===== src/mmsc_pkg.sv =====
// shared constants, modes and helpers for the memory map and security block
package mmsc_pkg;

  // register indices, byte address is four times the index
  localparam logic [7:0] IDX_RAM_POS = 8'h10;
  localparam logic [7:0] IDX_REG_POS = 8'h11;
  localparam logic [7:0] IDX_CAL_POS = 8'h12;
  localparam logic [7:0] IDX_MISC = 8'h13;
  localparam logic [11:0] ADDR_RAM_POS = {2'h0, IDX_RAM_POS, 2'h0};
  localparam logic [11:0] ADDR_REG_POS = {2'h0, IDX_REG_POS, 2'h0};
  localparam logic [11:0] ADDR_CAL_POS = {2'h0, IDX_CAL_POS, 2'h0};
  localparam logic [11:0] ADDR_MISC = {2'h0, IDX_MISC, 2'h0};

  // values after reset
  localparam logic [7:0] RST_RAM_POS = 8'h09;
  localparam logic [7:0] RST_REG_POS = 8'h00;
  localparam logic [7:0] RST_CAL_POS = 8'h11;
  localparam logic [1:0] RST_STRETCH = 2'h3;
  localparam logic RST_UPPER_ONLY = 1'b0;
  localparam logic [2:0] RST_MODE = 3'h4;

  // field positions
  localparam int RAM_FIELD_LSB = 3;
  localparam int REG_FIELD_LSB = 3;
  localparam int CAL_FIELD_LSB = 3;
  localparam int STRETCH_LSB = 2;
  localparam int UPPER_ONLY_BIT = 1;
  localparam int FLASH_EN_BIT = 0;
  localparam int HIGH_ALIGN_BIT = 0;
  localparam int CAL_EN_BIT = 0;

  // operating mode codes as strapped on the mode pins
  localparam logic [2:0] MODE_SSC = 3'h0;
  localparam logic [2:0] MODE_EMU_NARROW = 3'h1;
  localparam logic [2:0] MODE_TEST = 3'h2;
  localparam logic [2:0] MODE_EMU_WIDE = 3'h3;
  localparam logic [2:0] MODE_NSC = 3'h4;
  localparam logic [2:0] MODE_NEXP_NARROW = 3'h5;
  localparam logic [2:0] MODE_PERIPH = 3'h6;
  localparam logic [2:0] MODE_NEXP_WIDE = 3'h7;

  // address map constants
  localparam logic [7:0] DEBUG_PAGE = 8'hff;
  localparam logic [5:0] PAGE_LOW = 6'h3d;
  localparam logic [5:0] PAGE_MID = 6'h3e;
  localparam logic [5:0] PAGE_WINDOW = 6'h3c;
  localparam logic [5:0] PAGE_TOP = 6'h3f;

  typedef enum logic [1:0] {BOOT_SYNC1, BOOT_SYNC2, BOOT_LOAD, BOOT_RUN}
    mmsc_boot_e;

  function automatic logic is_special(input logic [2:0] m);
    return (m == MODE_SSC) || (m == MODE_TEST) || (m == MODE_PERIPH);
  endfunction

  function automatic logic is_expanded(input logic [2:0] m);
    return m[0];
  endfunction

  function automatic logic is_emulation(input logic [2:0] m);
    return (m == MODE_EMU_NARROW) || (m == MODE_EMU_WIDE);
  endfunction

endpackage


===== src/mmsc_sec_decode.sv =====
// decoder of the two non-volatile security bits
module mmsc_sec_decode
  import mmsc_pkg::*;
(
  input wire logic security_bit_high,
  input wire logic security_bit_low,
  output logic secured
);

  // only high set, low clear leaves the part open
  assign secured = !(security_bit_high && !security_bit_low);

endmodule // mmsc_sec_decode


===== src/mmsc_stretch.sv =====
// stretch counter for accesses that go to the external bus
module mmsc_stretch
  import mmsc_pkg::*;
(
  input wire logic pclk,
  input wire logic presetn,
  input wire logic start,
  input wire logic enable,
  input wire logic [1:0] stretch,
  output logic busy
);

  logic [1:0] count;
  logic [1:0] next_count;

  // load on a new access when idle, then count down
  always_comb begin
    next_count = count;
    if (start && enable && count == 2'h0) begin
      next_count = stretch;
    end else if (count != 2'h0) begin
      next_count = count - 2'h1;
    end
  end

  // counter and busy flag
  always_ff @(posedge pclk or negedge presetn) begin
    if (!presetn) begin
      count <= 2'h0;
      busy <= 1'b0;
    end else begin
      count <= next_count;
      busy <= next_count != 2'h0;
    end
  end

  a_stretch_three: assert property (@(posedge pclk) disable iff (!presetn)
    (start && enable && count == 2'h0 && stretch == 2'h3)
      |=> busy [*3] ##1 !busy)
    else $error("three cycle stretch wrong");

  a_stretch_off: assert property (@(posedge pclk) disable iff (!presetn)
    (!enable && count == 2'h0) |=> !busy)
    else $error("stretch active outside expanded mode");

endmodule // mmsc_stretch


===== src/mmsc_top.sv =====
// memory map, select decode and security control with apb registers
//
// The APB register port was chosen for this implementation.
module mmsc_top
  import mmsc_pkg::*;
(
  input wire logic pclk,
  input wire logic presetn,
  input wire logic psel,
  input wire logic penable,
  input wire logic pwrite,
  input wire logic [11:0] paddr,
  input wire logic [31:0] pwdata,
  output logic pready,
  output logic [31:0] prdata,
  output logic pslverr,
  input wire logic [2:0] mode_pins,
  input wire logic expansion_config_pin,
  input wire logic security_bit_high,
  input wire logic security_bit_low,
  input wire logic [15:0] core_addr,
  input wire logic core_access,
  input wire logic core_read,
  input wire logic [15:0] cal_rdata,
  input wire logic debug_active,
  output logic sel_debug,
  output logic sel_register,
  output logic sel_ram,
  output logic sel_cal,
  output logic sel_flash,
  output logic sel_external,
  output logic periph_sel,
  output logic [5:0] flash_page,
  output logic [15:0] cal_read_data,
  output logic secured,
  output logic debug_port_enable,
  output logic erase_verify_start,
  output logic ext_stretch_busy
);

  ////////////////////////////////////////////////////////////////////////////
  // pin synchronisers and boot sequence

  logic [2:0] mode_meta;
  logic [2:0] mode_sync;
  logic pin_meta;
  logic pin_sync;
  logic sec_hi_meta;
  logic sec_hi_sync;
  logic sec_lo_meta;
  logic sec_lo_sync;
  logic sec_dec;
  mmsc_boot_e boot;
  logic [2:0] mode_q;
  logic secured_exp;

  // two flops on every strap and security input
  always_ff @(posedge pclk or negedge presetn) begin
    if (!presetn) begin
      mode_meta <= RST_MODE;
      mode_sync <= RST_MODE;
      pin_meta <= 1'b0;
      pin_sync <= 1'b0;
      sec_hi_meta <= 1'b0;
      sec_hi_sync <= 1'b0;
      sec_lo_meta <= 1'b0;
      sec_lo_sync <= 1'b0;
    end else begin
      mode_meta <= mode_pins;
      mode_sync <= mode_meta;
      pin_meta <= expansion_config_pin;
      pin_sync <= pin_meta;
      sec_hi_meta <= security_bit_high;
      sec_hi_sync <= sec_hi_meta;
      sec_lo_meta <= security_bit_low;
      sec_lo_sync <= sec_lo_meta;
    end
  end

  mmsc_sec_decode u_sec (
    .security_bit_high(sec_hi_sync),
    .security_bit_low(sec_lo_sync),
    .secured(sec_dec)
  );

  // wait for the synchronisers, capture once, then run
  always_ff @(posedge pclk or negedge presetn) begin
    if (!presetn) begin
      boot <= BOOT_SYNC1;
    end else begin
      unique case (boot)
        BOOT_SYNC1: boot <= BOOT_SYNC2;
        BOOT_SYNC2: boot <= BOOT_LOAD;
        BOOT_LOAD: boot <= BOOT_RUN;
        BOOT_RUN: boot <= BOOT_RUN;
      endcase
    end
  end

  // security and mode caught after each reset release, safe until then
  always_ff @(posedge pclk or negedge presetn) begin
    if (!presetn) begin
      secured <= 1'b1;
      mode_q <= RST_MODE;
      secured_exp <= 1'b1;
      erase_verify_start <= 1'b0;
    end else begin
      erase_verify_start <= 1'b0;
      if (boot == BOOT_LOAD) begin
        secured <= sec_dec;
        mode_q <= mode_sync;
        secured_exp <= sec_dec && is_expanded(mode_sync);
        erase_verify_start <= mode_sync == MODE_SSC;
      end
    end
  end

  ////////////////////////////////////////////////////////////////////////////
  // apb slave and registers

  logic apb_fire;
  logic wr_ram;
  logic wr_reg;
  logic wr_cal;
  logic wr_misc;
  logic [4:0] ram_field;
  logic ram_high_align;
  logic [3:0] reg_field;
  logic [4:0] cal_field;
  logic cal_enable;
  logic [1:0] external_stretch;
  logic flash_upper_half_only;
  logic flash_enable;
  logic ram_written;
  logic reg_written;
  logic misc_written;
  logic once_mode;
  logic [31:0] next_prdata;
  logic next_pslverr;

  assign apb_fire = psel && penable && pready;
  assign wr_ram = apb_fire && pwrite && paddr == ADDR_RAM_POS;
  assign wr_reg = apb_fire && pwrite && paddr == ADDR_REG_POS;
  assign wr_cal = apb_fire && pwrite && paddr == ADDR_CAL_POS;
  assign wr_misc = apb_fire && pwrite && paddr == ADDR_MISC;
  assign once_mode = !is_special(mode_q);

  // one wait state, held off until the straps are captured
  always_ff @(posedge pclk or negedge presetn) begin
    if (!presetn) begin
      pready <= 1'b0;
      prdata <= 32'h0000_0000;
      pslverr <= 1'b0;
    end else begin
      pready <= psel && penable && !pready && boot == BOOT_RUN;
      if (psel && penable && !pready) begin
        prdata <= next_prdata;
        pslverr <= next_pslverr;
      end
    end
  end

  // read mux, unused bits read as zero, unmapped answers an error
  always_comb begin
    next_prdata = 32'h0000_0000;
    next_pslverr = 1'b0;
    unique case (paddr)
      ADDR_RAM_POS:
        next_prdata[7:0] = {ram_field, 2'h0, ram_high_align};
      ADDR_REG_POS: next_prdata[7:0] = {1'b0, reg_field, 3'h0};
      ADDR_CAL_POS: next_prdata[7:0] = {cal_field, 2'h0, cal_enable};
      ADDR_MISC: next_prdata[7:0] = {4'h0, external_stretch,
                                     flash_upper_half_only, flash_enable};
      default: next_pslverr = 1'b1;
    endcase
  end

  // ram position, write once outside special modes
  always_ff @(posedge pclk or negedge presetn) begin
    if (!presetn) begin
      ram_field <= RST_RAM_POS[7:RAM_FIELD_LSB];
      ram_high_align <= RST_RAM_POS[HIGH_ALIGN_BIT];
      ram_written <= 1'b0;
    end else if (wr_ram && !(once_mode && ram_written)) begin
      ram_field <= pwdata[7:RAM_FIELD_LSB];
      ram_high_align <= pwdata[HIGH_ALIGN_BIT];
      ram_written <= 1'b1;
    end
  end

  // register block position, bit 7 always zero
  always_ff @(posedge pclk or negedge presetn) begin
    if (!presetn) begin
      reg_field <= RST_REG_POS[6:REG_FIELD_LSB];
      reg_written <= 1'b0;
    end else if (wr_reg && !(once_mode && reg_written)) begin
      reg_field <= pwdata[6:REG_FIELD_LSB];
      reg_written <= 1'b1;
    end
  end

  // calibration ram position, writable any time
  always_ff @(posedge pclk or negedge presetn) begin
    if (!presetn) begin
      cal_field <= RST_CAL_POS[7:CAL_FIELD_LSB];
      cal_enable <= RST_CAL_POS[CAL_EN_BIT];
    end else if (wr_cal) begin
      cal_field <= pwdata[7:CAL_FIELD_LSB];
      cal_enable <= pwdata[CAL_EN_BIT];
    end
  end

  // misc controls, flash enable reset value follows mode and pin
  always_ff @(posedge pclk or negedge presetn) begin
    if (!presetn) begin
      external_stretch <= RST_STRETCH;
      flash_upper_half_only <= RST_UPPER_ONLY;
      flash_enable <= 1'b0;
      misc_written <= 1'b0;
    end else if (boot == BOOT_LOAD) begin
      if (mode_sync == MODE_TEST) begin
        flash_enable <= 1'b0;
      end else if (is_emulation(mode_sync)) begin
        flash_enable <= !pin_sync;
      end else if (is_expanded(mode_sync)) begin
        flash_enable <= pin_sync;
      end else begin
        flash_enable <= 1'b1;
      end
    end else if (wr_misc && !(once_mode && misc_written)) begin
      external_stretch <= pwdata[STRETCH_LSB +: 2];
      flash_upper_half_only <= pwdata[UPPER_ONLY_BIT];
      flash_enable <= pwdata[FLASH_EN_BIT];
      misc_written <= 1'b1;
    end
  end

  ////////////////////////////////////////////////////////////////////////////
  // effective mapping copies and select decode

  logic [4:0] eff_ram;
  logic [3:0] eff_reg;
  logic [4:0] eff_cal;
  logic eff_cal_en;
  logic [1:0] eff_stretch;
  logic eff_upper_only;
  logic eff_flash_en;
  logic next_sel_debug;
  logic next_sel_register;
  logic next_sel_ram;
  logic next_sel_cal;
  logic next_sel_flash;
  logic next_sel_external;
  logic [5:0] next_flash_page;
  logic hit_reg;
  logic hit_ram;
  logic hit_cal;
  logic hit_flash;

  // mapping follows the registers one cycle late
  always_ff @(posedge pclk or negedge presetn) begin
    if (!presetn) begin
      eff_ram <= RST_RAM_POS[7:RAM_FIELD_LSB];
      eff_reg <= RST_REG_POS[6:REG_FIELD_LSB];
      eff_cal <= RST_CAL_POS[7:CAL_FIELD_LSB];
      eff_cal_en <= RST_CAL_POS[CAL_EN_BIT];
      eff_stretch <= RST_STRETCH;
      eff_upper_only <= RST_UPPER_ONLY;
      eff_flash_en <= 1'b0;
    end else begin
      eff_ram <= ram_field;
      eff_reg <= reg_field;
      eff_cal <= cal_field;
      eff_cal_en <= cal_enable;
      eff_stretch <= external_stretch;
      eff_upper_only <= flash_upper_half_only;
      eff_flash_en <= flash_enable;
    end
  end

  // 1k registers, 2k ram and cal; lower flash half via pages 3d and 3e
  assign hit_reg = core_addr[15:10] == {1'b0, eff_reg, 1'b0};
  assign hit_ram = core_addr[15:11] == eff_ram;
  assign hit_cal = eff_cal_en && !secured_exp
                   && core_addr[15:11] == eff_cal;
  // upper only hides lower half; page window stays in the upper half
  assign hit_flash = eff_flash_en && !secured_exp
                     && !(eff_upper_only && !core_addr[15]);

  // single select by priority
  always_comb begin
    next_sel_debug = 1'b0;
    next_sel_register = 1'b0;
    next_sel_ram = 1'b0;
    next_sel_cal = 1'b0;
    next_sel_flash = 1'b0;
    next_sel_external = 1'b0;
    if (core_access) begin
      if (debug_active && core_addr[15:8] == DEBUG_PAGE) begin
        next_sel_debug = 1'b1;
      end else if (hit_reg) begin
        next_sel_register = 1'b1;
      end else if (hit_ram) begin
        next_sel_ram = 1'b1;
      end else if (hit_cal) begin
        next_sel_cal = 1'b1;
      end else if (hit_flash) begin
        next_sel_flash = 1'b1;
      end else if (is_expanded(mode_q)) begin
        next_sel_external = 1'b1;
      end
    end
  end

  // flash page seen by each quarter of the map
  always_comb begin
    unique case (core_addr[15:14])
      2'h0: next_flash_page = PAGE_LOW;
      2'h1: next_flash_page = PAGE_MID;
      2'h2: next_flash_page = PAGE_WINDOW;
      2'h3: next_flash_page = PAGE_TOP;
    endcase
  end

  // registered selects and read data
  always_ff @(posedge pclk or negedge presetn) begin
    if (!presetn) begin
      sel_debug <= 1'b0;
      sel_register <= 1'b0;
      sel_ram <= 1'b0;
      sel_cal <= 1'b0;
      sel_flash <= 1'b0;
      sel_external <= 1'b0;
      periph_sel <= 1'b0;
      flash_page <= PAGE_LOW;
      cal_read_data <= 16'h0000;
    end else begin
      sel_debug <= next_sel_debug;
      sel_register <= next_sel_register;
      sel_ram <= next_sel_ram;
      sel_cal <= next_sel_cal;
      sel_flash <= next_sel_flash;
      sel_external <= next_sel_external;
      periph_sel <= next_sel_register;
      flash_page <= next_flash_page;
      if (secured && mode_q == MODE_SSC && core_read) begin
        cal_read_data <= 16'hffff;
      end else begin
        cal_read_data <= cal_rdata;
      end
    end
  end

  // debug port refused while secured, except for erase verify firmware
  always_ff @(posedge pclk or negedge presetn) begin
    if (!presetn) begin
      debug_port_enable <= 1'b0;
    end else begin
      debug_port_enable <= !secured || mode_q == MODE_SSC;
    end
  end

  mmsc_stretch u_stretch (
    .pclk(pclk),
    .presetn(presetn),
    .start(next_sel_external && !sel_external),
    .enable(is_expanded(mode_q) && mode_q != MODE_PERIPH),
    .stretch(eff_stretch),
    .busy(ext_stretch_busy)
  );

  ////////////////////////////////////////////////////////////////////////////
  // checks

  a_sec_capture: assert property (@(posedge pclk) disable iff (!presetn)
    (boot == BOOT_LOAD) |=> secured == $past(sec_dec))
    else $error("security not taken from bits");

  a_sec_hold: assert property (@(posedge pclk) disable iff (!presetn)
    (boot == BOOT_RUN) |=> $stable(secured))
    else $error("security changed while running");

  a_cal_ones: assert property (@(posedge pclk) disable iff (!presetn)
    (secured && mode_q == MODE_SSC && core_read && next_sel_cal)
      |=> sel_cal && cal_read_data == 16'hffff)
    else $error("secured cal read not all ones");

  a_debug_block: assert property (@(posedge pclk) disable iff (!presetn)
    (boot == BOOT_RUN && secured && mode_q != MODE_SSC)
      |=> !debug_port_enable)
    else $error("debug port open while secured");

  a_exp_lockout: assert property (@(posedge pclk) disable iff (!presetn)
    (boot == BOOT_RUN && secured && is_expanded(mode_q))
      |=> !sel_flash && !sel_cal)
    else $error("flash or cal reachable secured expanded");

  a_erase_start: assert property (@(posedge pclk) disable iff (!presetn)
    (boot == BOOT_LOAD && mode_sync == MODE_SSC) |=> erase_verify_start
      ##1 !erase_verify_start)
    else $error("erase verify start missing");

  a_write_once: assert property (@(posedge pclk) disable iff (!presetn)
    (wr_ram && ram_written && once_mode) |=> $stable(ram_field))
    else $error("second ram position write accepted");

  a_map_delay: assert property (@(posedge pclk) disable iff (!presetn)
    $changed(reg_field) |-> $stable(eff_reg) ##1 eff_reg == $past(reg_field))
    else $error("mapping change not one cycle late");

  a_one_select: assert property (@(posedge pclk) disable iff (!presetn)
    $onehot0({sel_debug, sel_register, sel_ram, sel_cal, sel_flash,
              sel_external}))
    else $error("more than one select active");

endmodule // mmsc_top


===== config.mk =====
export PLATFORM = sky130hd
export DESIGN_NAME = mmsc_top
export DESIGN_NICKNAME = d
export VERILOG_FILES = /design/src/mmsc_pkg.sv /design/src/mmsc_sec_decode.sv /design/src/mmsc_stretch.sv /design/src/mmsc_top.sv
export SDC_FILE = /design/constraint.sdc
export NUM_CORES = 1
export LEC_CHECK = 0
export BUFFER_PORTS_ARGS = -buffer_cell sky130_fd_sc_hd__buf_4
export CAP_MARGIN = 5
export CORE_AREA = 2 2 99 101
export CTS_CLUSTER_SIZE = 28
export DETAILED_ROUTE_END_ITERATION = 10
export DIE_AREA = 0 0 101 103
export GPL_TIMING_DRIVEN = 0
export HOLD_SLACK_MARGIN = 0.05
export PLACE_DENSITY = 0.75
export REMOVE_ABC_BUFFERS = 1
export SYNTH_ARGS = -nofsm -noshare
export SYNTH_HDL_FRONTEND = slang
export SYNTH_SLANG_ARGS = --single-unit

===== constraint.sdc =====
create_clock -name pclk -period 1.8 [get_ports pclk]
set_input_delay 0.18 -clock pclk [delete_from_list [all_inputs] [get_ports pclk]]
set_output_delay 0.18 -clock pclk [all_outputs]
set_load 0.01 [all_outputs]

Yosys cells after proc, flatten, opt, wreduce, memory -nomap -nowiden. Index checks and enable logic that the tools add are counted.

Reductions and logical operators: 57. Add/subtract/negate cells: 1. Mux-type cells: 40. Eq/ne operators: 20. Bitwise logic cells: 1.

Operator list (number): $eq 12x7->1 const B (4); $mux 1 (34); $pmux 8 s4 (1); $logic_and 1x1->1 (29); $pmux 6 s4 (1); $mux 16 (1); $logic_not 1->1 (13); $eq 5x5->1 (2); $eq 3x2->1 const B (3); $eq 2x2->1 const B (4); $eq 8x8->1 const B (1); $eq 6x5->1 (1); $logic_not 2->1 (3); $logic_not 3->1 (2); $pmux 2 s3 (1); $reduce_bool 2->1 (3); $eq 2x1->1 const B (2); $logic_or 1x1->1 (4); $mux 2 (2); $reduce_or 4->1 (1); $eq 3x1->1 const B (1); $eq 3x3->1 const B (1); $ne 3x3->1 const B (1); $reduce_and 2->1 (1); other kinds (3) (3).

Output and inout port bits: 67. Register bits: 104. Input bits: 90. Word-level logic and storage cells: 164.

Logic depth before layout (Yosys ltp).
Depth in word-level cells: 15. Depth in mapped cells: 6. Mapped depth without buffers: 5.

Cells and area by module. A second synthesis with hierarchy kept.

Cells, all modules: 315. Area total of the unflattened synthesis: 4220.3 sq um.

By module, submodules not included: mmsc_top (area an instance 4078.9 sq um, times used 1, cells an instance 303, seq. area each 2448.6 sq um); mmsc_stretch (area an instance 135.1 sq um, times used 1, cells an instance 11, seq. area each 75.1 sq um); mmsc_sec_decode (area an instance 6.3 sq um, times used 1, cells an instance 1, seq. area each 0.0 sq um).

Worst setup path after synthesis. OpenSTA, ideal clock, no wires.

Kind: reg-to-reg. Start: register eff_reg[1]. End: register u_stretch.count[0]. Arrival time: 1565 ps. Cell stages (with the launch flop): 5. Path slack: 104 ps. Buffers on the path: 0. Path through: dfrtp_1 a222oi_1 or4b_2 nand3b_1 o32ai_1.

Longest elaborated chain between the ends: 8.

Ends and longest elaborated chain: start, declared (RTL line mmsc_top.sv:242) `logic [3:0] eff_reg;`; start signal, assigned (RTL line mmsc_top.sv:264) `eff_reg <= RST_REG_POS[6:REG_FIELD_LSB];`; start signal, assigned (RTL line mmsc_top.sv:272) `eff_reg <= reg_field;`; $eq 6x5->1 (RTL line mmsc_top.sv:282) `assign hit_reg = core_addr[15:10] == {1'b0, eff_reg, 1'b0};`; $mux 1 (RTL line mmsc_top.sv:301) `end else if (hit_reg) begin`; $mux 1 (RTL line mmsc_top.sv:299) `if (debug_active && core_addr[15:8] == DEBUG_PAGE) begin`; $mux 1 (RTL line mmsc_top.sv:298) `if (core_access) begin`; $logic_and 1x1->1 (RTL line mmsc_top.sv:366) `.start(next_sel_external && !sel_external),`; $logic_and 1x1->1 (2 in series) (RTL line mmsc_stretch.sv:19) `if (start && enable && count == 2'h0) begin`; $mux 2 (RTL line mmsc_stretch.sv:19); net u_stretch.next_count[0] (RTL line mmsc_stretch.sv:14) `logic [1:0] next_count;`; end signal, assigned (RTL line mmsc_stretch.sv:32) `count <= next_count;`; end, declared (RTL line mmsc_stretch.sv:13) `logic [1:0] count;`.

The timed path passes the listed nets, and every way through them passes these cells. A chain may end at the register's enable or synchronous reset.

Worst setup path after layout.
Start: register eff_cal[1]. End: register u_stretch.count[1].

Longest elaborated chain between the ends: 11.

Ends and longest elaborated chain: start, declared (RTL line mmsc_top.sv:243) `logic [4:0] eff_cal;`; start signal, assigned (RTL line mmsc_top.sv:265) `eff_cal <= RST_CAL_POS[7:CAL_FIELD_LSB];`; start signal, assigned (RTL line mmsc_top.sv:273) `eff_cal <= cal_field;`; $eq 5x5->1 (RTL line mmsc_top.sv:285) `&& core_addr[15:11] == eff_cal;`; $logic_and 1x1->1 (RTL line mmsc_top.sv:285); $mux 1 (RTL line mmsc_top.sv:305) `end else if (hit_cal) begin`; $mux 1 (RTL line mmsc_top.sv:303) `end else if (hit_ram) begin`; $mux 1 (RTL line mmsc_top.sv:301); $mux 1 (RTL line mmsc_top.sv:299); $mux 1 (RTL line mmsc_top.sv:298); $logic_and 1x1->1 (RTL line mmsc_top.sv:366); $logic_and 1x1->1 (2 in series) (RTL line mmsc_stretch.sv:19); $mux 2 (RTL line mmsc_stretch.sv:19); net u_stretch.next_count[1] (RTL line mmsc_stretch.sv:14).

The timed path passes the listed nets, and every way through them passes these cells.

==> results.cfg <==
[detailed_routing]
viasPerCell = 4.72
drt-met1-wl_um = 3290
drtIter0Drc = 149
ant_nets = 0
drc = 0
finalWirelength_um = 7830
vias = 2594
wl_per_cell_um = 14.2
wl_met2_um = 3990
met3_length_um = 343
drtPass1Iterations = 4
dr.max_layer_used = met4

[timing]
whs_ns = 0.0723
max-slew-margin-rel_pct = 56.5
tightest_slew_ns = 0.650
drv_slew = 0
finClkSkew_ns = 0.00669
rsz0062_at_grt = true
worst_slack_ns = 0.0849
hold_viol = 0
setup_viol = 0
post-route-period-util_pct = 95.3
timing.fmax_ghz = 0.583
period_needed_ns = 1.72

[final_layout]
fill_cells = 782
largest_register_ffs = 16
area_growth_pct = 33.5
layout.nets = 523
fin_util_pct = 56.3
drive_gt1_share_pct = 42.7
final-seq-area_sq_um = 2520
largest_register = cal_read_data
antennaDiodeCount = 0
reg_top3 = cal_read_data (16), prdata (8)
stdcell_count = 550
multi_input_area_sq_um = 1320

[synthesis]
syn_avg_cell_area_sq_um = 13.2
synth_seq_cells = 100
synth_top_area_share_pct = 52.1
syn_inst = 302
synth_area_leaders = dfrtp_1, dfstp_2, mux2_2, buf_4, or2_2
ys_seq_area_share_pct = 63.3
netlist_area_sq_um = 3990
synth_edf_count = 0
netlist-cell-type-count = 42
yosys_warnings = 0
yosysMostFrequentCell = dfrtp_1
yosys-top-cells-count = dfrtp_1, buf_4, mux2_2, nand2_1, or2_2
synth_flop_cell = dfrtp_1
synth_area_leader_cell = dfrtp_1
async_reset_ff_share_pct = 100

[clock_network]
max-clock-path-buffers = 2
cts_buffers = 9
htree_levels = 3
cts.sinks = 100
clockRootBuffer = clkbuf_8
clkTransAtPathRegs_ns = 0.09
clock_latency_ns = 0.36
cts_tree = done

[critical_path]
startpoint_type = register
worstPathCellList = xor2_1, nor4b_2, or4_1, o41ai_1
crit_type = reg2reg
crit_fanout = 4
crit_buf_inv = 0
path_delay_family = simple AND/OR/NAND/NOR gates
crit_required_ns = 2.05
endpoint_kind = register
cp_slowest_stage_delay_ns = 0.54
arrival_ns = 1.97
cp_slowest_cell = dfstp_2

[global_route]
antenna_found_initial = 0
track_usage_pct = 15.3
grt_pass1_vias = 2542
grt_max_degree = 101
grt-ovfl-total = 0
grt_pass1_wl_um = 12000

[placement]
dp_cells = 504
dpl.hpwl_um = 5270
io_buffers = 96
pre_cts_ws_ns = -0.479
gp_congestion = 0.723

[die]
core_sq_um = 9460
die-area_sq_um = 10400
die_y_um = 103
io_pins = 157
die_width_um = 101
start_util_pct = 42.2
core.rowCount = 36

[job]
maxCapViolations = 0

[pwr]
power.leakage_nw = 2.55
p_total_mw = 4.58
p_per_area_nw_per_um2 = 861
vdd.ir_drop.worst_mv = 0.565

[min_path]
hold_class = in2reg

[outcome]
status = completed
## through the flow
step                area, sq um  TNS [ns]
floorplan                  3840   -0.0281
global placement           4700    -13.13
detailed placement         4720     -7.66
CTS                        5260         0
global route               5330    -0.110
finish                     5330         0
## timing repair
item,4_1_cts,5_1_grt
buffers inserted,1,1
hold endpoints to repair,26,24
endpoints found under the setup margin,14,7
gates resized for setup,2,3
hold buffers,26,1
pin swaps,2,1
## worst register-to-register path, cell delays in order, from the launching register on
cell and delay [ns]:
dfstp_2 0.54, xor2_1 0.19, nor4b_2 0.10, or4_1 0.53, o41ai_1 0.26
## cell families after synthesis
group | share of synthesized area (%)
DFF | 63.3
and+or+nand+nor | 12.4
buffers and inverters | 7.06
AOI/OAI and AO/OA | 5.24
muxes | 8.60
xor gates and xnor gates | 2.64
adders and majority gates | 0.627
other | 0.188
## per-layer routing
layer  vias up  track usage (%)
met5         -                0
li1       1228                -
met4         0             9.36
met2        78             24.8
met1      1273             19.2
met3        15             2.92
## layout by cell type, fill, tap and decap left out, types with 3 or more instances in the layout
master         count
buf_4             99
dfrtp_1           83
conb_1            28
dlygate4sd3_1     27
mux2_2            24
or2_2             19
nand2_1           18
dfstp_2           17
nor2_1            11
inv_1             10
clkbuf_8           9
a21oi_1            7
o21ai_0            6
xor2_1             6
xnor2_1            6
o31ai_1            6
nand4_1            5
mux2i_1            5
nor3_1             4
nand2b_1           4
bufinv_16          4
nor2b_1            3
## worst paths after layout
check | slack (ns) | to | cells after the start | startpoint
hold / removal | 0.07 | cal_field[3] | 2 | pwdata[6]
setup reg to reg | 0.08 | u_stretch.count[1] | 4 | eff_cal[1]
min in group asynchronous | 0.27 | cal_field[3] | 2 | presetn
hold reg to reg | 0.35 | sec_lo_sync | 0 | sec_lo_meta
max in group asynchronous | 0.82 | mode_q[2] | 3 | presetn
setup / recovery | 0.08 | u_stretch.count[1] | 4 | eff_cal[1]
## where the power goes
| group | total [mW] | internal, mW | switching, mW |
|---|---|---|---|
| Combinational | 0.418 | 0.218 | 0.200 |
| Sequential | 2.34 | 2.31 | 0.0271 |
| Clock | 1.83 | 1.07 | 0.763 |
## final cells by class
cell class | instances | share of cell area (%)
sequential | 100 | 47.4
inverter | 10 | 0.705
timing repair buffer | 127 | 19.5
multi-input combinational | 183 | 24.7
tap | 114 | 2.68
clock buffer | 10 | 2.40
clock inverter | 6 | 2.56
Power figures use the tool's default switching activity.
